## src/rtl/csd_pkg.sv

```systemverilog
// Constants, types and register map of the cut-off solenoid driver
package csd_pkg;

    // ----------------------------------------------------------------
    // Register byte addresses
    // ----------------------------------------------------------------
    localparam logic [7:0] A_PRES   = 8'h00;
    localparam logic [7:0] A_MODE   = 8'h04;
    localparam logic [7:0] A_PULL   = 8'h08;
    localparam logic [7:0] A_HOLD   = 8'h0C;
    localparam logic [7:0] A_PRELD  = 8'h10;
    localparam logic [7:0] A_TMO    = 8'h14;
    localparam logic [7:0] A_VTYPE  = 8'h18;
    localparam logic [7:0] A_STAT   = 8'h1C;

    // ----------------------------------------------------------------
    // Values, reset values and limits
    // ----------------------------------------------------------------
    localparam logic [7:0]  VAL_OFF   = 8'h00;
    localparam logic [7:0]  VAL_ON    = 8'hFF;
    localparam logic [15:0] RST_PULL  = 16'h044C;
    localparam logic [15:0] RST_HOLD  = 16'h01F4;
    localparam logic [7:0]  RST_PRELD = 8'h64;
    localparam logic [15:0] RST_TMO   = 16'h0384;
    localparam logic [7:0]  RST_VTYPE = 8'h00;
    localparam logic [15:0] CUR_MIN   = 16'h0064;
    localparam logic [15:0] CUR_MAX   = 16'h07D0;
    localparam logic [15:0] TMO_MAX   = 16'h03E8;
    localparam logic [6:0]  DUTY_FULL = 7'h64;
    localparam logic [15:0] OVERCUR   = 16'h09C4;
    localparam logic [1:0]  HTRANS_NS = 2'h2;

    // ----------------------------------------------------------------
    // Timing
    // ----------------------------------------------------------------
    localparam int CLK_PERIOD_PS = 5000;
    localparam int MS_PS         = 1000000000;
    localparam int MS_CYC_DEF    = MS_PS / CLK_PERIOD_PS;
    localparam int PRELOAD_MS    = 120;
    localparam int PULL_MS       = 1880;
    localparam int HOLD_AT_MS    = PRELOAD_MS + PULL_MS;
    localparam int TMO_UNIT_MS   = 10;
    localparam int STILL_MS      = 100;

    // ----------------------------------------------------------------
    // Types
    // ----------------------------------------------------------------
    typedef enum logic [2:0] {
        ST_ONROAD  = 3'b000,
        ST_STEP1   = 3'b001,
        ST_STEP2   = 3'b010,
        ST_OFFROAD = 3'b011,
        ST_SAFE    = 3'b100
    } csd_state_t;

    typedef struct packed {
        logic [7:0]  presence;
        logic [7:0]  mode;
        logic [15:0] pull;
        logic [15:0] hold;
        logic [7:0]  preload;
        logic [15:0] timeout;
        logic [7:0]  vtype;
    } csd_cfg_t;

    typedef struct packed {
        logic       sel;
        logic       wr;
        logic [7:0] addr;
    } csd_aph_t;

    typedef struct packed {
        csd_state_t  st;
        csd_cfg_t    cfg;
        csd_aph_t    aph;
        logic [31:0] rdata;
        logic [31:0] div;
        logic [11:0] act_ms;
        logic [15:0] chk_ms;
        logic [6:0]  duty;
        logic [6:0]  pwm_cnt;
        logic        pwm;
        logic        spool_cmd;
        logic        ehs_en;
        logic        safe;
    } csd_regs_t;

endpackage

```

## src/rtl/csd_top.sv

```systemverilog
// Cut-off solenoid PWM driver, current monitor and off-road valve check
`timescale 1ns/1ps
module csd_top #(
    parameter int MS_CYC = csd_pkg::MS_CYC_DEF
) (
    input  wire logic        sys_clk,
    input  wire logic        rst_n,
    input  wire logic        hsel,
    input  wire logic [31:0] haddr,
    input  wire logic [1:0]  htrans,
    input  wire logic        hwrite,
    input  wire logic [2:0]  hsize,
    input  wire logic [31:0] hwdata,
    input  wire logic        hready,
    output logic      [31:0] hrdata,
    output logic             hreadyout,
    output logic             hresp,
    input  wire logic [15:0] coil_current_ma,
    input  wire logic        offroad_req,
    input  wire logic        spool_at_target,
    input  wire logic        spool_moved,
    output logic             sol_pwm,
    output logic             spool_cmd,
    output logic             ehs_enable,
    output logic             safe_state
);

    csd_pkg::csd_regs_t r_ff;
    csd_pkg::csd_regs_t nxt_r;

    // ----------------------------------------------------------------
    // Helper functions
    // ----------------------------------------------------------------
    function automatic logic in_cur(input logic [15:0] v);
        in_cur = (v >= csd_pkg::CUR_MIN) && (v <= csd_pkg::CUR_MAX);
    endfunction

    function automatic logic [31:0] rd_word(
        input csd_pkg::csd_regs_t r,
        input logic [7:0]         a
    );
        rd_word = 32'h0000_0000;
        case (a)
            csd_pkg::A_PRES:  rd_word[7:0]  = r.cfg.presence;
            csd_pkg::A_MODE:  rd_word[7:0]  = r.cfg.mode;
            csd_pkg::A_PULL:  rd_word[15:0] = r.cfg.pull;
            csd_pkg::A_HOLD:  rd_word[15:0] = r.cfg.hold;
            csd_pkg::A_PRELD: rd_word[7:0]  = r.cfg.preload;
            csd_pkg::A_TMO:   rd_word[15:0] = r.cfg.timeout;
            csd_pkg::A_VTYPE: rd_word[7:0]  = r.cfg.vtype;
            csd_pkg::A_STAT:
            begin
                rd_word[2:0]   = r.st;
                rd_word[3]     = r.safe;
                rd_word[4]     = r.ehs_en;
                rd_word[5]     = r.spool_cmd;
                rd_word[14:8]  = r.duty;
                rd_word[27:16] = r.act_ms;
            end
            default:          rd_word = 32'h0000_0000;
        endcase
    endfunction

    // ----------------------------------------------------------------
    // Next-state logic
    // ----------------------------------------------------------------
    logic        ms_tick;
    logic        energize;
    logic        closed_loop;
    logic        preload_phase;
    logic        hold_phase;
    logic        fault;
    logic [15:0] setpoint;
    logic [15:0] tmo_ms;
    logic [7:0]  wa;

    always_comb
    begin
        nxt_r = r_ff;
        fault = 1'b0;

        // Bus slave: address phase captured, write done in data phase
        wa = r_ff.aph.addr;
        if (r_ff.aph.sel && r_ff.aph.wr)
        begin
            case (wa)
                csd_pkg::A_PRES:  nxt_r.cfg.presence = hwdata[7:0];
                csd_pkg::A_MODE:  nxt_r.cfg.mode = hwdata[7:0];
                csd_pkg::A_PULL:
                begin
                    if (in_cur(hwdata[15:0]))
                    begin
                        nxt_r.cfg.pull = hwdata[15:0];
                    end
                end
                csd_pkg::A_HOLD:
                begin
                    if (in_cur(hwdata[15:0]))
                    begin
                        nxt_r.cfg.hold = hwdata[15:0];
                    end
                end
                csd_pkg::A_PRELD:
                begin
                    if (hwdata[7:0] <= {1'b0, csd_pkg::DUTY_FULL})
                    begin
                        nxt_r.cfg.preload = hwdata[7:0];
                    end
                end
                csd_pkg::A_TMO:
                begin
                    if (hwdata[15:0] <= csd_pkg::TMO_MAX)
                    begin
                        nxt_r.cfg.timeout = hwdata[15:0];
                    end
                end
                csd_pkg::A_VTYPE: nxt_r.cfg.vtype = hwdata[7:0];
                default:          nxt_r.cfg = r_ff.cfg;
            endcase
        end
        nxt_r.aph.sel = hsel && hready && (htrans == csd_pkg::HTRANS_NS);
        nxt_r.aph.wr = hwrite;
        nxt_r.aph.addr = {haddr[7:2], 2'b00};
        nxt_r.rdata = 32'h0000_0000;
        if (nxt_r.aph.sel && !hwrite)
        begin
            nxt_r.rdata = rd_word(r_ff, nxt_r.aph.addr);
        end

        // Millisecond time base
        ms_tick = (r_ff.div == 32'(MS_CYC - 1));
        nxt_r.div = ms_tick ? 32'h0000_0000 : r_ff.div + 32'h0000_0001;

        // Solenoid activation and phase timing since activation
        energize = ((r_ff.st == csd_pkg::ST_STEP1) ||
                    (r_ff.st == csd_pkg::ST_OFFROAD)) &&
                   (r_ff.cfg.presence == csd_pkg::VAL_ON);
        if (!energize)
        begin
            nxt_r.act_ms = 12'h000;
        end
        else if (ms_tick && (r_ff.act_ms < 12'(csd_pkg::HOLD_AT_MS)))
        begin
            nxt_r.act_ms = r_ff.act_ms + 12'h001;
        end
        preload_phase = r_ff.act_ms < 12'(csd_pkg::PRELOAD_MS);
        hold_phase = r_ff.act_ms >= 12'(csd_pkg::HOLD_AT_MS);
        setpoint = hold_phase ? r_ff.cfg.hold : r_ff.cfg.pull;
        closed_loop = (r_ff.cfg.mode != csd_pkg::VAL_OFF);

        // Duty selection, closed-loop step once per PWM period
        nxt_r.pwm_cnt = (r_ff.pwm_cnt == csd_pkg::DUTY_FULL - 7'h01) ?
                        7'h00 : r_ff.pwm_cnt + 7'h01;
        if (!energize)
        begin
            nxt_r.duty = 7'h00;
        end
        else if (!closed_loop)
        begin
            nxt_r.duty = csd_pkg::DUTY_FULL;
        end
        else if (preload_phase)
        begin
            nxt_r.duty = r_ff.cfg.preload[6:0];
        end
        else if (r_ff.pwm_cnt == 7'h00)
        begin
            if ((coil_current_ma < setpoint) &&
                (r_ff.duty < csd_pkg::DUTY_FULL))
            begin
                nxt_r.duty = r_ff.duty + 7'h01;
            end
            else if ((coil_current_ma > setpoint) && (r_ff.duty != 7'h00))
            begin
                nxt_r.duty = r_ff.duty - 7'h01;
            end
        end

        // Monitoring
        if (coil_current_ma > csd_pkg::OVERCUR)
        begin
            fault = 1'b1;
        end
        if ((r_ff.st == csd_pkg::ST_OFFROAD) && energize && hold_phase &&
            (coil_current_ma < {1'b0, r_ff.cfg.hold[15:1]}))
        begin
            fault = 1'b1;
        end
        if ((r_ff.cfg.presence != csd_pkg::VAL_OFF) &&
            (r_ff.cfg.presence != csd_pkg::VAL_ON))
        begin
            fault = 1'b1;
        end

        // Mode sequencing and off-road check
        tmo_ms = 16'(r_ff.cfg.timeout * 16'(csd_pkg::TMO_UNIT_MS));
        if (ms_tick && (r_ff.chk_ms != 16'hFFFF))
        begin
            nxt_r.chk_ms = r_ff.chk_ms + 16'h0001;
        end
        case (r_ff.st)
            csd_pkg::ST_ONROAD:
            begin
                nxt_r.chk_ms = 16'h0000;
                if (offroad_req)
                begin
                    if ((r_ff.cfg.presence == csd_pkg::VAL_OFF) ||
                        (r_ff.cfg.timeout == 16'h0000))
                    begin
                        nxt_r.st = csd_pkg::ST_OFFROAD;
                    end
                    else if (r_ff.cfg.vtype == csd_pkg::VAL_OFF)
                    begin
                        nxt_r.st = csd_pkg::ST_STEP1;
                    end
                end
            end
            csd_pkg::ST_STEP1:
            begin
                if (!offroad_req)
                begin
                    nxt_r.st = csd_pkg::ST_ONROAD;
                end
                else if (spool_at_target)
                begin
                    nxt_r.st = csd_pkg::ST_STEP2;
                    nxt_r.chk_ms = 16'h0000;
                end
                else if (r_ff.chk_ms >= tmo_ms)
                begin
                    fault = 1'b1;
                end
            end
            csd_pkg::ST_STEP2:
            begin
                if (!offroad_req)
                begin
                    nxt_r.st = csd_pkg::ST_ONROAD;
                end
                else if (spool_moved)
                begin
                    fault = 1'b1;
                end
                else if (r_ff.chk_ms >= 16'(csd_pkg::STILL_MS))
                begin
                    nxt_r.st = csd_pkg::ST_OFFROAD;
                end
            end
            csd_pkg::ST_OFFROAD:
            begin
                if (!offroad_req)
                begin
                    nxt_r.st = csd_pkg::ST_ONROAD;
                end
            end
            csd_pkg::ST_SAFE:
            begin
                nxt_r.st = csd_pkg::ST_SAFE;
            end
            default:
            begin
                nxt_r.st = csd_pkg::ST_SAFE;
            end
        endcase
        if (fault || r_ff.safe)
        begin
            nxt_r.st = csd_pkg::ST_SAFE;
            nxt_r.duty = 7'h00;
        end

        nxt_r.safe = (nxt_r.st == csd_pkg::ST_SAFE);
        nxt_r.pwm = (nxt_r.pwm_cnt < nxt_r.duty);
        nxt_r.spool_cmd = (nxt_r.st == csd_pkg::ST_STEP1) ||
                          (nxt_r.st == csd_pkg::ST_STEP2);
        nxt_r.ehs_en = (nxt_r.st == csd_pkg::ST_OFFROAD);
    end

    // ----------------------------------------------------------------
    // State register
    // ----------------------------------------------------------------
    always_ff @(posedge sys_clk)
    begin
        if (!rst_n)
        begin
            r_ff.st            <= csd_pkg::ST_ONROAD;
            r_ff.cfg.presence  <= csd_pkg::VAL_ON;
            r_ff.cfg.mode      <= csd_pkg::VAL_ON;
            r_ff.cfg.pull      <= csd_pkg::RST_PULL;
            r_ff.cfg.hold      <= csd_pkg::RST_HOLD;
            r_ff.cfg.preload   <= csd_pkg::RST_PRELD;
            r_ff.cfg.timeout   <= csd_pkg::RST_TMO;
            r_ff.cfg.vtype     <= csd_pkg::RST_VTYPE;
            r_ff.aph           <= '0;
            r_ff.rdata         <= 32'h0000_0000;
            r_ff.div           <= 32'h0000_0000;
            r_ff.act_ms        <= 12'h000;
            r_ff.chk_ms        <= 16'h0000;
            r_ff.duty          <= 7'h00;
            r_ff.pwm_cnt       <= 7'h00;
            r_ff.pwm           <= 1'b0;
            r_ff.spool_cmd     <= 1'b0;
            r_ff.ehs_en        <= 1'b0;
            r_ff.safe          <= 1'b0;
        end
        else
        begin
            r_ff <= nxt_r;
        end
    end

    // ----------------------------------------------------------------
    // Outputs
    // ----------------------------------------------------------------
    assign hrdata     = r_ff.rdata;
    assign hreadyout  = 1'b1;
    assign hresp      = 1'b0;
    assign sol_pwm    = r_ff.pwm;
    assign spool_cmd  = r_ff.spool_cmd;
    assign ehs_enable = r_ff.ehs_en;
    assign safe_state = r_ff.safe;

endmodule

```

## config.mk

```make
export PLATFORM = sky130hd
export DESIGN_NAME = csd_top
export DESIGN_NICKNAME = d
export VERILOG_FILES = /design/src/rtl/csd_pkg.sv /design/src/rtl/csd_top.sv
export SDC_FILE = /design/constraint.sdc
export NUM_CORES = 1
export LEC_CHECK = 0
export BUFFER_PORTS_ARGS = -buffer_cell sky130_fd_sc_hd__buf_2
export CAP_MARGIN = 5
export CORE_ASPECT_RATIO = 0.5
export CORE_MARGIN = 5
export CORE_UTILIZATION = 64
export CTS_CLUSTER_SIZE = 20
export DETAILED_ROUTE_END_ITERATION = 8
export PLACE_DENSITY = 0.94
export SLEW_MARGIN = 25
export SYNTH_ARGS = -nofsm -noshare
export SYNTH_HDL_FRONTEND = slang
export SYNTH_SLANG_ARGS = --single-unit
```

## constraint.sdc

```tcl
create_clock -name sys_clk -period 8.74 [get_ports sys_clk]
set_input_delay 1.311 -clock sys_clk [delete_from_list [all_inputs] [get_ports sys_clk]]
set_output_delay 1.311 -clock sys_clk [all_outputs]
set_load 0.05 [all_outputs]
```

Word-level counts from Yosys, hierarchy flattened --
Index checks and enable logic that the tools add are counted.
Storage, ports and cells: input port bits 93, register bits 203, logic and storage cells 150, output and inout port bits 38
Operators by class: equality and inequality tests 26, bitwise operators 1, multiply operators 1, magnitude comparators 15, add/sub/neg operators 6, muxes and demuxes 37, reduce and logical (&&, ||, !) cells 40
Operators with widths (number):
- 2-to-1 mux 16 bit | 4
- 2-to-1 mux 7 bit | 8
- one-hot mux 6 bit (8 select lines) | 1
- adder 32 x 1 -> 32 bit (second input constant) | 1
- == test 32 x 18 -> 1 bit (second input constant) | 1
- greater-or-equal comparator 16 x 7 -> 1 bit (second input constant) | 2
- one-hot mux 16 bit (2 select lines) | 1
- 2-to-1 mux 3 bit | 10
- one-hot mux 7 bit (4 select lines) | 1
- == test 6 x 3 -> 1 bit (second input constant) | 4
- == test 8 x 5 -> 1 bit (second input constant) | 3
- zero test 8 bit | 3
- adder 16 x 1 -> 16 bit (second input constant) | 1
- == test 8 x 4 -> 1 bit (second input constant) | 2
- greater-or-equal comparator 16 bit | 1
- greater-than comparator 16 x 12 -> 1 bit (second input constant) | 1
- greater-than comparator 16 bit | 1
- <= comparator 16 x 10 -> 1 bit (second input constant) | 1
- <= comparator 16 x 11 -> 1 bit (second input constant) | 1
- zero test 16 bit | 1
- less-than comparator 16 x 15 -> 1 bit | 1
- less-than comparator 16 bit | 1
- multiplier 16 x 3 -> 15 bit (second input constant) | 1
- != test 16 bit (second input constant) | 1
- 36 further kinds | 74

Depth between registers and ports, before layout --
Gate-level depths: netlist of run 1.
word-level depth 16, gate-level depth with buffers 25, mapped depth without buffers 25

Worst setup path after synthesis of run 1 --
No wires, ideal clock.
kind reg2reg, from register r_ff[129] (netlist bit), to register r_ff, in the netlist sol_pwm, data required time 8.666 ns, clock period less this slack 5.019 ns, path buffers 0, arrival 4.945 ns, library setup time 0.074 ns, cell stages (with the launch flop) 25, slack 3.721 ns, path through dfxtp_1 ha_1 ha_1 fa_1 a21o_1 a21oi_1 o21bai_1 a21oi_1 o21ai_0 o311a_1 ha_1 nand2_1 o21ai_0 nand2_1 nand4_1 a31oi_1 nand4_1 or3_1 ha_1 a21o_1 a21o_1 a211oi_1 o21a_1 nand4_1 o21ai_0
On the way: word-level cells in the longest chain between the ends 9
RTL lines:
- start, declared | line csd_top.sv:28 | csd_pkg::csd_regs_t r_ff;
- start signal, assigned | line csd_top.sv:307 | r_ff <= nxt_r;
- multiplier 16 x 3 -> 15 bit | line csd_top.sv:196 | tmo_ms = 16'(r_ff.cfg.timeout * 16'(csd_pkg::TMO_UNIT_MS));
- greater-or-equal comparator 16 bit | line csd_top.sv:229 | else if (r_ff.chk_ms >= tmo_ms)
- 2-to-1 mux 1 bit | line csd_top.sv:229
- 2-to-1 mux 1 bit | line csd_top.sv:224 | else if (spool_at_target)
- 2-to-1 mux 1 bit | line csd_top.sv:220 | if (!offroad_req)
- one-hot mux 1 bit (2 select lines) | line csd_top.sv:201 | case (r_ff.st)
- logical OR 1 bit | line csd_top.sv:265 | if (fault || r_ff.safe)
- 2-to-1 mux 7 bit | line csd_top.sv:265
- less-than comparator 7 bit | line csd_top.sv:272 | nxt_r.pwm = (nxt_r.pwm_cnt < nxt_r.duty);
No other way between the ends. A chain may end at the register's enable or synchronous reset.

Worst setup path in the final report of run 1 --
from register r_ff[131] (netlist bit), to register r_ff, in the netlist sol_pwm
The elaborated chain is that of the path after synthesis.

==> impl_metrics.sql, run 1 <==
INSERT INTO impl_metrics (metric_group, metric, value, unit) VALUES
('yosys', 'synth_seq_cells', '197', ''),
('clock_tree', 'cts-resized-gates', '0', ''),
('placement', 'place.gp.congestion', '0.946', ''),
('yosys', 'yosysTopAreaCell', 'sky130_fd_sc_hd__dfxtp_1', ''),
('sta', 'fin_crit_sh', '70.5', '%'),
('sta', 'final-hold-violation-count', '0', ''),
('floorplan', 'design.die.area', '20200', 'sq um'),
('yosys', 'synth.area.top_cells', 'sky130_fd_sc_hd__dfxtp_1 (36%), sky130_fd_sc_hd__ha_1 (9.2%), sky130_fd_sc_hd__mux2i_1 (7.3%), sky130_fd_sc_hd__nor2_1 (4.7%), sky130_fd_sc_hd__nand2_1 (3.4%)', ''),
('grt', 'groute.usage.overall', '30.0', '%'),
('clock_tree', 'insertion_delay', '450', 'ps'),
('worst_setup_path', 'r2r_setup_slack', '2570', 'ps'),
('yosys', 'synth.avg_cell_area', '8.76', 'sq um'),
('floorplan', 'core', '17200', 'sq um'),
('worst_setup_path', 'worst_ep_required_time', '9120', 'ps'),
('worst_setup_path', 'critical_path_end_type', 'register', ''),
('yosys', 'syn_inst', '1267', ''),
('worst_setup_path', 'critical-path-max-stage-delay', '440', 'ps'),
('grt', 'maximum_number_of_pins_on_one_net_before_global_route_repair', '64', ''),
('power', 'power', '1.83', 'mW'),
('sta', 'setup_violations', '0', ''),
('job', 'max_cap_viols', '0', ''),
('sta', 'totalNegativeSetupSlack', '0', 'ps'),
('final_layout', 'commonest_cells_after_routing_fill_and_taps_aside', 'sky130_fd_sc_hd__dfxtp_1 (197), sky130_fd_sc_hd__nor2_1 (139), sky130_fd_sc_hd__nand2_1 (100)', ''),
('power', 'leakagePower', '5.17', 'nW'),
('worst_setup_path', 'regToRegStartpoint', 'r_ff[131]', ''),
('min_path', 'worst_hold_depth', '2', ''),
('floorplan', 'chip_width', '196', 'microns'),
('final_layout', 'fin_nets', '1461', ''),
('grt', 'gr-total-overflow', '0', ''),
('placement', 'place_area', '11400', 'sq um'),
('worst_setup_path', 'cp_data_arrival_time', '6540', 'ps'),
('final_layout', 'final-seq-area', '3940', 'sq um'),
('yosys', 'netlist-cell-type-count', '85', ''),
('worst_setup_path', 'cp_cell_sequence', 'ha_1 > ha_1 > fa_1 > a21o_1 > a21oi_1 > o21bai_1 > a21oi_1 > o21ai_0 > o311a_1 > ha_1 > nand2_1 > o21ai_0 > nand2_1 > nand4_1 > a31oi_1 > nand4_1 > or3_1 > ha_1 > a21o_1 > a21o_1 > a211oi_1 > o21a_1 > nand4_1 > o21ai_0', ''),
('route', 'initialDrtViolationCount', '1270', ''),
('clock_tree', 'cts_sinks', '197', ''),
('yosys', 'post_synth_instance_area', '11100', 'sq um'),
('worst_setup_path', 'timing.rr.end', 'sol_pwm', ''),
('power', 'max_ir_drop_vdd', '0.134', 'mV'),
('yosys', 'yosysWarningCount', '0', ''),
('final_layout', 'fraction_of_final_layout_cells_sized_beyond_drive_strength_1', '12.9', '%'),
('worst_setup_path', 'path_depth', '24', ''),
('worst_setup_path', 'worst-path-max-fanout', '7', ''),
('worst_setup_path', 'critPathSlowestCell', 'sky130_fd_sc_hd__dfxtp_1', ''),
('placement', 'hpwl', '21.8', 'mm'),
('route', 'postRouteWirelength', '31.2', 'mm'),
('clock_tree', 'ctsLongestPathBuffers', '2', ''),
('sta', 'max_slew_margin', '32.1', '%'),
('final_layout', 'number_of_fill_cells', '1216', ''),
('status', 'run_status', 'completed', ''),
('sta', 'timing.final.max_slew_violations', '0', ''),
('sta', 'tightest_slew', '1020', 'ps'),
('route', 'route.detailed.wl_per_inst', '20.3', 'microns'),
('yosys', 'count_of_flip_flops_with_a_built_in_enable_after_synthesis', '0', ''),
('power', 'pwr_density', '153', 'nW/um^2'),
('yosys', 'synth_top_area_share', '35.5', '%'),
('route', 'drt.antenna.violating_nets', '0', ''),
('final_layout', 'area_growth_syn_to_layout', '8.11', '%'),
('yosys', 'synth_seq_area_share', '35.5', '%'),
('yosys', 'synthFlopType', 'sky130_fd_sc_hd__dfxtp_1', ''),
('yosys', 'synth_async_sr_flop_share', '0', '%'),
('route', 'vias_per_cell', '6.57', ''),
('grt', 'grt_pass1_wl', '48.6', 'mm'),
('final_layout', 'layout.cells.most_common', 'sky130_fd_sc_hd__dfxtp_1', ''),
('min_path', 'timing.hold.worst_endpoint', 'r_ff[151]', ''),
('worst_setup_path', 'worst_path_dominant_cell_family', 'compound AO/OA/AOI/OAI gates', ''),
('worst_setup_path', 'worst_path_most_repeated_cell', 'sky130_fd_sc_hd__ha_1', ''),
('route', 'route.detailed.drc', '0', ''),
('route', 'vias', '10100', ''),
('sta', 'layout_min_cycle_time', '6170', 'ps'),
('floorplan', 'num_rows', '34', '');
## metal layers
metal	wire [microns]	part of all wire [%]	GRT usage [%]	vias to the layer above
met3	3130	10	7.57	158
met5	0	0	0	-
li1	-	-	-	4563
met4	1450	4.6	13.6	0
met1	12400	40	37.7	4746
met2	14200	46	49.5	604
## kinds of logic (layout without fill, tap and decap cells)
family / Yosys count / count (layout) / share of synthesized area [%]
buffers and inverters: 135 / 162 / 5.89
adders and majority gates: 83 / 83 / 9.42
muxes: 98 / 98 / 9.33
AOI/OAI and AO/OA: 189 / 189 / 11.6
DFF: 197 / 197 / 35.5
and+or+nand+nor: 501 / 501 / 23.2
other: 2 / 7 / 0.0676
xor gates and xnor gates: 62 / 62 / 4.89
## sequential cells by signal, indices dropped and copies added (netlist names)
name and cells:
sol_pwm 1, hrdata 28, r_ff 159, safe_state 1, spool_cmd 1, ehs_enable 1, wa 6
## cell type report
class                   instances  share of cell area, %
diodes                          1                 0.0208
clock buffers                  17                   3.54
clock inverters                15                   1.42
inverters                      44                   1.38
multi-input cells             939                   54.6
flip-flops and latches        197                   32.9
well taps                     234                   2.44
repair buffers                 86                   3.73
## worst reg2reg max path, delay by kind of cell (launching register included)
kind | cells | cell delay (ps)
compound gates | 13 | 3030
fa+ha+maj | 5 | 1520
simple gates | 6 | 1120
flops | 1 | 440
## report_power, final
group | switching [mW] | internal (mW)
Sequential | 0.00637 | 0.902
Combinational | 0.0784 | 0.0366
Clock | 0.381 | 0.429
Total | 0.466 | 1.37
## worst max-delay path by stage
stage	start	end	slack, ps
after floorplan	r_ff[129]	sol_pwm	3720
after global placement	r_ff[129]	sol_pwm	3140
after detailed placement	r_ff[131]	sol_pwm	2920
after CTS	r_ff[131]	sol_pwm	2710
after global routing	r_ff[131]	sol_pwm	2220
final	r_ff[131]	sol_pwm	2570
## stage by stage
stage | utilization (%) | worst slack (ps) | hold WS, ps | instances
2_1_floorplan | - | 3720 | 406 | 1271
3_3_place_gp | 66.2 | 3140 | 415 | 1500
3_5_place_dp | 66.3 | 2920 | 430 | 1500
4_1_cts | 69.7 | 2710 | 440 | 1532
5_1_grt | 69.8 | 2220 | 471 | 1532
6_report | 69.8 | 2570 | 456 | 1533
## synthesized netlist by cell type (4+ instances only)
| cell | count |
|---|---|
| sky130_fd_sc_hd__a211oi_1 | 6 |
| sky130_fd_sc_hd__ha_1 | 82 |
| sky130_fd_sc_hd__nand3_1 | 46 |
| sky130_fd_sc_hd__buf_1 | 5 |
| sky130_fd_sc_hd__nand2_1 | 100 |
| sky130_fd_sc_hd__buf_4 | 34 |
| sky130_fd_sc_hd__clkbuf_1 | 43 |
| sky130_fd_sc_hd__and3_1 | 43 |
| sky130_fd_sc_hd__nand2b_1 | 5 |
| sky130_fd_sc_hd__mux2_2 | 14 |
| sky130_fd_sc_hd__o211a_1 | 4 |
| sky130_fd_sc_hd__nand4_1 | 31 |
| sky130_fd_sc_hd__a21o_1 | 7 |
| sky130_fd_sc_hd__o2111ai_1 | 6 |
| sky130_fd_sc_hd__and2_1 | 16 |
| sky130_fd_sc_hd__o31ai_1 | 4 |
| sky130_fd_sc_hd__dfxtp_1 | 197 |
| sky130_fd_sc_hd__mux2i_1 | 81 |
| sky130_fd_sc_hd__o211ai_1 | 4 |
| sky130_fd_sc_hd__or2_2 | 4 |
| sky130_fd_sc_hd__nor3b_1 | 8 |
| sky130_fd_sc_hd__buf_2 | 7 |
| sky130_fd_sc_hd__inv_1 | 44 |
| sky130_fd_sc_hd__a21oi_1 | 53 |
| sky130_fd_sc_hd__xnor2_1 | 31 |
| sky130_fd_sc_hd__a31oi_1 | 10 |
| sky130_fd_sc_hd__o21a_1 | 7 |
| sky130_fd_sc_hd__or4_1 | 9 |
| sky130_fd_sc_hd__nor2b_1 | 5 |
| sky130_fd_sc_hd__nor2_1 | 139 |
| sky130_fd_sc_hd__nor4b_1 | 4 |
| sky130_fd_sc_hd__or3_1 | 17 |
| sky130_fd_sc_hd__nor4_1 | 20 |
| sky130_fd_sc_hd__xor2_1 | 31 |
| sky130_fd_sc_hd__o21ai_0 | 33 |
| sky130_fd_sc_hd__and4_1 | 4 |
| sky130_fd_sc_hd__nor3_1 | 29 |
| sky130_fd_sc_hd__a22oi_1 | 11 |
No activity file was read; power rests on OpenSTA's default activity.
==> inputs of run 2 (changes only) <==
ABC_AREA = 1   (was default)
CORE_UTILIZATION = 54   (was 64)
PLACE_DENSITY = 0.86   (was 0.94)
clock period = 5.3 ns   (was 8.74 ns; I/O delays follow)
==> run 2 against run 1 <==
  * First-iteration DRC count shrank 2.6%
  * Worst setup slack lost 2000 ps
  * Flip-flop and latch count is the same
  * Die area grew 18%
  * Global-route usage shrank 4.9 points
  * Cell area grew 1.6%
  * Critical endpoint unchanged
  * Hold slack lost 13 ps
  * Via count grew 6.5%
  * Synthesized cell count grew 24%
  * Non-clock buffer count shrank 2
==> impl_metrics.sql, run 2 <==
INSERT INTO impl_metrics (metric_group, metric, value, unit) VALUES
('clock_tree', 'ctsLongestPathBuffers', '2', ''),
('route', 'vias', '10700', ''),
('route', 'route.detailed.wl_per_inst', '15.8', 'microns'),
('yosys', 'netlist_top_cells_count', 'sky130_fd_sc_hd__nand2_1 (286), sky130_fd_sc_hd__inv_1 (207), sky130_fd_sc_hd__dfxtp_1 (197), sky130_fd_sc_hd__nor2_1 (163), sky130_fd_sc_hd__a21oi_1 (125)', ''),
('yosys', 'netlist-cell-type-count', '55', ''),
('clock_tree', 'cts_inserted_buffers', '17', ''),
('power', 'swShare', '25.8', '%'),
('floorplan', 'count_of_boundary_i_o_pins', '131', ''),
('worst_setup_path', 'worst_ep_required_time', '5690', 'ps'),
('worst_setup_path', 'critPathKind', 'reg2reg', ''),
('yosys', 'synth_top_area_share', '35.1', '%'),
('placement', 'hpwl', '22.4', 'mm'),
('worst_setup_path', 'setup.worst_path.start_class', 'register', ''),
('placement', 'place.gp.congestion', '0.984', ''),
('grt', 'maximum_number_of_pins_on_one_net_before_global_route_repair', '61', ''),
('floorplan', 'floorplan.initialDensity', '54.7', '%'),
('worst_setup_path', 'worst-path-max-fanout', '5', ''),
('worst_setup_path', 'critPathSlowestCell', 'sky130_fd_sc_hd__dfxtp_1', ''),
('power', 'leakagePower', '5.43', 'nW'),
('final_layout', 'max_flop_register', 'r_ff', ''),
('power', 'power.switching', '0.766', 'mW'),
('sta', 'timing.final.max_slew_violations', '0', ''),
('placement', 'place_area', '11600', 'sq um'),
('clock_tree', 'htreeDepth', '4', ''),
('sta', 'layout_min_cycle_time', '4720', 'ps'),
('job', 'max_cap_viols', '0', ''),
('yosys', 'synth_async_sr_flop_share', '0', '%'),
('sta', 'max_slew_margin', '43.4', '%'),
('power', 'pwr_density', '244', 'nW/um^2'),
('power', 'internal_power', '2.20', 'mW'),
('final_layout', 'largest_register_ffs', '159', ''),
('power', 'max_ir_drop_vdd', '0.165', 'mV'),
('final_layout', 'antenna_cells_inserted', '0', ''),
('yosys', 'yosysTopAreaCell', 'sky130_fd_sc_hd__dfxtp_1', ''),
('clock_tree', 'cts_hold_repair_buffers', '0', ''),
('floorplan', 'core', '20500', 'sq um'),
('grt', 'grt_antenna_before_repair', '0', ''),
('status', 'run_status', 'completed', ''),
('placement', 'portBuffers', '79', ''),
('power', 'seq_power_share', '50.3', '%'),
('worst_setup_path', 'worst_path_most_repeated_cell', 'sky130_fd_sc_hd__nand2_1', ''),
('sta', 'setup_violations', '0', ''),
('final_layout', 'layout.cells.most_common', 'sky130_fd_sc_hd__nand2_1', ''),
('final_layout', 'area_growth_syn_to_layout', '8.66', '%'),
('yosys', 'synth.area.top_cells', 'sky130_fd_sc_hd__dfxtp_1 (35%), sky130_fd_sc_hd__nand2_1 (9.6%), sky130_fd_sc_hd__ha_1 (9.1%), sky130_fd_sc_hd__inv_1 (6.9%), sky130_fd_sc_hd__a21oi_1 (5.6%)', ''),
('worst_setup_path', 'critical-path-max-stage-delay', '420', 'ps'),
('route', 'vias_per_cell', '5.65', ''),
('yosys', 'syn_inst', '1573', ''),
('sta', 'final-hold-violation-count', '0', ''),
('clock_tree', 'cts.root.buffer_cell', 'sky130_fd_sc_hd__clkbuf_16', ''),
('power', 'pwr-share-clk', '43.5', '%'),
('floorplan', 'chip_width', '214', 'microns'),
('yosys', 'yosysMostFrequentCell', 'sky130_fd_sc_hd__nand2_1', ''),
('final_layout', 'fraction_of_final_layout_cells_sized_beyond_drive_strength_1', '10.9', '%'),
('final_layout', 'commonest_cells_after_routing_fill_and_taps_aside', 'sky130_fd_sc_hd__nand2_1 (286), sky130_fd_sc_hd__inv_1 (207), sky130_fd_sc_hd__dfxtp_1 (197)', ''),
('route', 'drt.antenna.violating_nets', '0', ''),
('yosys', 'synthFlopType', 'sky130_fd_sc_hd__dfxtp_1', ''),
('sta', 'totalNegativeSetupSlack', '0', 'ps'),
('sta', 'tightest_slew', '847', 'ps'),
('power', 'comb_power_share', '6.2', '%'),
('grt', 'groute.usage.overall', '25.1', '%'),
('clock_tree', 'cts.repair_timing.setup_buffer_count', '0', ''),
('clock_tree', 'cts_tree', 'built', ''),
('grt', 'grt_pass1_vias', '9856', ''),
('clock_tree', 'cts_sinks', '197', ''),
('min_path', 'timing.hold.worst.class', 'reg2reg', ''),
('clock_tree', 'insertion_delay', '460', 'ps'),
('grt', 'grt_pass1_wl', '48.8', 'mm'),
('route', 'initialDrtViolationCount', '1237', ''),
('sta', 'grt_setup_unrepaired', 'false', ''),
('sta', 'timing.hold.ws', '442', 'ps'),
('yosys', 'post_synth_instance_area', '11200', 'sq um'),
('route', 'route.detailed.drc', '0', ''),
('grt', 'gr-total-overflow', '0', ''),
('final_layout', 'design_area', '12200', 'sq um'),
('clock_tree', 'path_clk_slew', '70', 'ps'),
('yosys', 'synth_seq_area_share', '35.1', '%'),
('route', 'postRouteWirelength', '30.0', 'mm'),
('power', 'power', '2.97', 'mW'),
('worst_setup_path', 'cp_data_arrival_time', '5110', 'ps'),
('floorplan', 'design.die.area', '23900', 'sq um'),
('yosys', 'yosysWarningCount', '0', ''),
('floorplan', 'num_rows', '37', ''),
('yosys', 'synth.avg_cell_area', '7.13', 'sq um'),
('yosys', 'count_of_flip_flops_with_a_built_in_enable_after_synthesis', '0', ''),
('clock_tree', 'cts-resized-gates', '0', ''),
('worst_setup_path', 'critical_path_end_type', 'register', ''),
('sta', 'fin_crit_sh', '89.0', '%'),
('floorplan', 'fp.dieH', '112', 'microns'),
('yosys', 'synth_seq_cells', '197', ''),
('sta', 'finClkSkew', '14.5', 'ps'),
('sta', 'clock.fmax', '0.212', 'GHz'),
('route', 'router_iterations_before_antenna_repair', '6', ''),
('final_layout', 'post-route-util', '59.5', '%'),
('final_layout', 'fin_nets', '1789', '');
run 2: cell types whose count changed after synthesis, sizes merged, moves of 18 or more:
cell	before	now
a21oi	53	126
or3	18	0
nand3	47	77
xnor2	31	9
nand2	100	293
and3	44	2
o211ai	5	23
nor2	141	176
clkbuf	44	21
o21ai	33	98
mux2i	81	0
xor2	31	13
inv	44	226
nor3	30	61
run 2: layout make-up:
type	instances	area, sq um
clock inverters	14	140
flip-flops and latches	197	3940
fillers	1851	8310
clock buffers	18	429
repair buffers	84	433
well taps	273	342
inverters	228	856
multi-input cells	1085	6050
run 2: power by group through the flow:
stage	logic (mW)	registers, mW	clock network (mW)
2_1_floorplan	0.112	1.53	0
3_3_place_gp	0.175	1.53	0
3_5_place_dp	0.178	1.53	0
4_1_cts	0.179	1.49	1.30
5_1_grt	0.203	1.50	1.36
6_report	0.184	1.49	1.29
run 2: kinds of logic after synthesis:
kind of cell               Yosys count  share of synthesized area [%]
and+or+nand+nor                    670                           27.1
buffers and inverters              295                           11.1
DFF                                197                           35.1
AOI/OAI and AO/OA                  304                           15.5
adders and majority gates           83                           9.32
xor gates and xnor gates            22                           1.72
other                                2                         0.0669
run 2: path summary, 6_finish.rpt:
check / startpoint / endpoint / slack [ps] / depth (start not counted)
worst max-delay path: r_ff[131] / sol_pwm / 580 / 28
worst min-delay path: r_ff[151] / r_ff[151] / 440 / 2
worst max register to register: r_ff[131] / sol_pwm / 580 / 28
worst min register to register: r_ff[151] / r_ff[151] / 440 / 2
run 2: critical path, delay by kind of cell, from the launching register on:
family,cells,cell delay (ps)
flops,1,420
simple gates,14,1610
xor+xnor,1,180
fa+ha+maj,5,1480
compound gates,8,950
run 2: through the flow:
stage,std cells,setup WS [ps]
after floorplan,1577,1410
final,1899,581
after global routing,1899,116
after global placement,1867,843
after detailed placement,1867,744
after CTS,1899,682
run 2: per-layer routing:
metal  global-route usage (%)  share of wire, %  up-vias  wire length, microns
met2                     38.3                43      482                 13000
met3                     4.93               9.8       99                  2940
met1                     34.3                43     4858                 12800
met5                        0                 0        -                     0
li1                         -                 -     5288                     -
met4                     11.3               3.9        0                  1180
==> inputs of run 3 (changes only) <==
BUFFER_PORTS_ARGS = default   (was -buffer_cell sky130_fd_sc_hd__buf_2)
CORE_UTILIZATION = 58   (was 54)
DONT_BUFFER_PORTS = 1   (was default)
PLACE_DENSITY = 0.83   (was 0.86)
==> run 3 against run 2 <==
  * Die area down 6.4%
  * Critical path depth did not move
  * Sequential share of layout area rose by 0.91 points
  * First-iteration DRC count decreased by 7.4%
  * Critical path type unchanged
  * Critical endpoint unchanged
==> impl_metrics.sql, run 3 (synthesis gave the netlist of run 2 again) <==
INSERT INTO impl_metrics (metric_group, metric, value, unit) VALUES
('route', 'postRouteWirelength', '32.6', 'mm'),
('power', 'leakagePower', '5.10', 'nW'),
('placement', 'portBuffers', '0', ''),
('power', 'internal_power', '2.29', 'mW'),
('worst_setup_path', 'timing.rr.end', 'sol_pwm', ''),
('clock_tree', 'cts.root.buffer_cell', 'sky130_fd_sc_hd__clkbuf_16', ''),
('sta', 'timing.final.ws_setup', '477', 'ps'),
('clock_tree', 'cts_sinks', '197', ''),
('power', 'power', '3.04', 'mW'),
('sta', 'clock.fmax', '0.207', 'GHz'),
('sta', 'final-hold-violation-count', '0', ''),
('route', 'top_layer', 'met4', ''),
('power', 'swShare', '24.5', '%'),
('sta', 'setup_violations', '0', ''),
('placement', 'dp.cells', '1775', ''),
('clock_tree', 'cts_tree', 'built', ''),
('worst_setup_path', 'reg2reg_depth', '28', ''),
('job', 'max_cap_viols', '0', ''),
('power', 'pwr_density', '256', 'nW/um^2'),
('clock_tree', 'ctsLongestPathBuffers', '2', ''),
('worst_setup_path', 'worst_path_most_repeated_cell', 'sky130_fd_sc_hd__nand2_1', ''),
('final_layout', 'fraction_of_final_layout_cells_sized_beyond_drive_strength_1', '6.52', '%'),
('sta', 'layout_min_cycle_time', '4820', 'ps'),
('route', 'm1WireLength', '13.5', 'mm'),
('final_layout', 'post-route-util', '63.4', '%'),
('placement', 'dp_slack', '547', 'ps'),
('grt', 'maximum_number_of_pins_on_one_net_before_global_route_repair', '62', ''),
('route', 'detailed_route_wirelength_on_metal2', '14.6', 'mm'),
('sta', 'timing.hold.ws', '441', 'ps'),
('worst_setup_path', 'setup.worst_path.start_class', 'register', ''),
('clock_tree', 'cts_hold_repair_buffers', '0', ''),
('clock_tree', 'path_clk_slew', '80', 'ps'),
('worst_setup_path', 'regToRegStartpoint', 'r_ff[131]', ''),
('worst_setup_path', 'critPathSlowestCell', 'sky130_fd_sc_hd__dfxtp_1', ''),
('sta', 'finClkSkew', '16.7', 'ps'),
('placement', 'place_area', '11200', 'sq um'),
('placement', 'hpwl', '25.1', 'mm'),
('power', 'power.switching', '0.744', 'mW'),
('sta', 'totalNegativeSetupSlack', '0', 'ps'),
('sta', 'fin_crit_sh', '91.0', '%'),
('floorplan', 'num_rows', '35', ''),
('worst_setup_path', 'cp_data_arrival_time', '5190', 'ps'),
('sta', 'tightest_slew', '892', 'ps'),
('worst_setup_path', 'worst-path-max-fanout', '5', ''),
('final_layout', 'commonest_cells_after_routing_fill_and_taps_aside', 'sky130_fd_sc_hd__nand2_1 (286), sky130_fd_sc_hd__inv_1 (207), sky130_fd_sc_hd__dfxtp_1 (197)', ''),
('final_layout', 'fin_nets', '1711', ''),
('power', 'seq_power_share', '49.4', '%'),
('route', 'vias_per_cell', '5.89', ''),
('power', 'comb_power_share', '4.6', '%'),
('final_layout', 'max_flop_register', 'r_ff', ''),
('power', 'max_ir_drop_vdd', '0.189', 'mV'),
('floorplan', 'design.die.area', '22400', 'sq um'),
('floorplan', 'count_of_boundary_i_o_pins', '131', ''),
('power', 'pwr-share-clk', '46.0', '%'),
('clock_tree', 'insertion_delay', '440', 'ps'),
('final_layout', 'design_area', '11900', 'sq um'),
('final_layout', 'number_of_fill_cells', '1697', ''),
('worst_setup_path', 'critical_path_end_type', 'register', ''),
('status', 'run_status', 'completed', ''),
('grt', 'grt_pass1_vias', '9827', ''),
('route', 'initialDrtViolationCount', '1145', ''),
('sta', 'timing.final.max_slew_violations', '0', ''),
('worst_setup_path', 'critPathKind', 'reg2reg', ''),
('route', 'route.detailed.drc', '0', ''),
('placement', 'place.gp.congestion', '1.02', ''),
('sta', 'grt_setup_unrepaired', 'false', ''),
('worst_setup_path', 'worst_ep_required_time', '5660', 'ps'),
('final_layout', 'instances_no_fill', '1807', ''),
('min_path', 'timing.hold.worst_endpoint', 'r_ff[119]', ''),
('floorplan', 'core', '18700', 'sq um'),
('clock_tree', 'cts_inserted_buffers', '17', ''),
('grt', 'gr-total-overflow', '0', ''),
('final_layout', 'antenna_cells_inserted', '0', ''),
('clock_tree', 'htreeDepth', '4', ''),
('final_layout', 'largest_register_ffs', '159', ''),
('route', 'route.detailed.wl_per_inst', '18.0', 'microns'),
('route', 'drt.antenna.violating_nets', '0', ''),
('grt', 'grt_antenna_before_repair', '0', ''),
('route', 'router_iterations_before_antenna_repair', '7', ''),
('worst_setup_path', 'critical-path-max-stage-delay', '480', 'ps'),
('route', 'met3_wirelength', '3.69', 'mm'),
('final_layout', 'layout.cells.most_common', 'sky130_fd_sc_hd__nand2_1', ''),
('grt', 'grt_pass1_wl', '50.8', 'mm'),
('final_layout', 'area_growth_syn_to_layout', '5.70', '%'),
('sta', 'max_slew_margin', '40.5', '%'),
('route', 'vias', '10600', ''),
('min_path', 'hold_start', 'htrans[0]', ''),
('floorplan', 'chip_width', '207', 'microns'),
('min_path', 'worst_hold_depth', '1', ''),
('min_path', 'timing.hold.worst.class', 'in2reg', ''),
('floorplan', 'fp.dieH', '108', 'microns'),
('worst_setup_path', 'r2r_setup_slack', '480', 'ps'),
('floorplan', 'floorplan.initialDensity', '60.0', '%'),
('grt', 'groute.usage.overall', '28.8', '%');
-- run 3: what timing repair did --
item,CTS,global route
resized for setup,0,2
endpoints found under the setup margin,0,1
setup buffers,0,0
-- run 3: worst max-delay path by stage --
stage	startpoint	end	slack, ps	depth (start not counted)
floorplan	r_ff[131]	sol_pwm	1410	28
global placement	r_ff[131]	sol_pwm	750	30
detailed placement	r_ff[131]	sol_pwm	550	28
CTS	r_ff[131]	sol_pwm	450	28
global route	r_ff[131]	sol_pwm	70	28
finish	r_ff[131]	sol_pwm	480	28
-- run 3: metal layers --
| metal | global-route usage [%] | vias to the layer above |
|---|---|---|
| li1 | - | 5133 |
| met1 | 38.7 | 4926 |
| met5 | 0 | - |
| met4 | 7.59 | 0 |
| met3 | 6.95 | 62 |
| met2 | 46.6 | 526 |
-- run 3: power groups by stage --
| stage | combinational, mW | sequential [mW] | clock (mW) |
|---|---|---|---|
| after floorplan | 0.112 | 1.53 | 0 |
| after global placement | 0.131 | 1.53 | 0 |
| after detailed placement | 0.135 | 1.53 | 0 |
| after CTS | 0.136 | 1.50 | 1.41 |
| after global routing | 0.155 | 1.50 | 1.48 |
| final | 0.140 | 1.50 | 1.40 |
-- run 3: layout make-up --
| class | count | area (sq um) | share of cell area, % |
|---|---|---|---|
| clock buffer | 17 | 425 | 3.59 |
| inverter | 228 | 856 | 7.22 |
| timing repair buffer | 6 | 45.0 | 0.380 |
| clock inverter | 15 | 215 | 1.81 |
| multi-input combinational | 1085 | 6050 | 51.0 |
| sequential | 197 | 3940 | 33.2 |
| tap | 259 | 324 | 2.73 |
-- run 3: critical path, delay by kind of cell (launching register included) --
kind,cells,cell delay (ps)
and+or+nand+nor,13,1390
adders and majority gates,5,1470
DFF,1,480
AOI/OAI and AO/OA,9,1240
xor gates and xnor gates,1,160
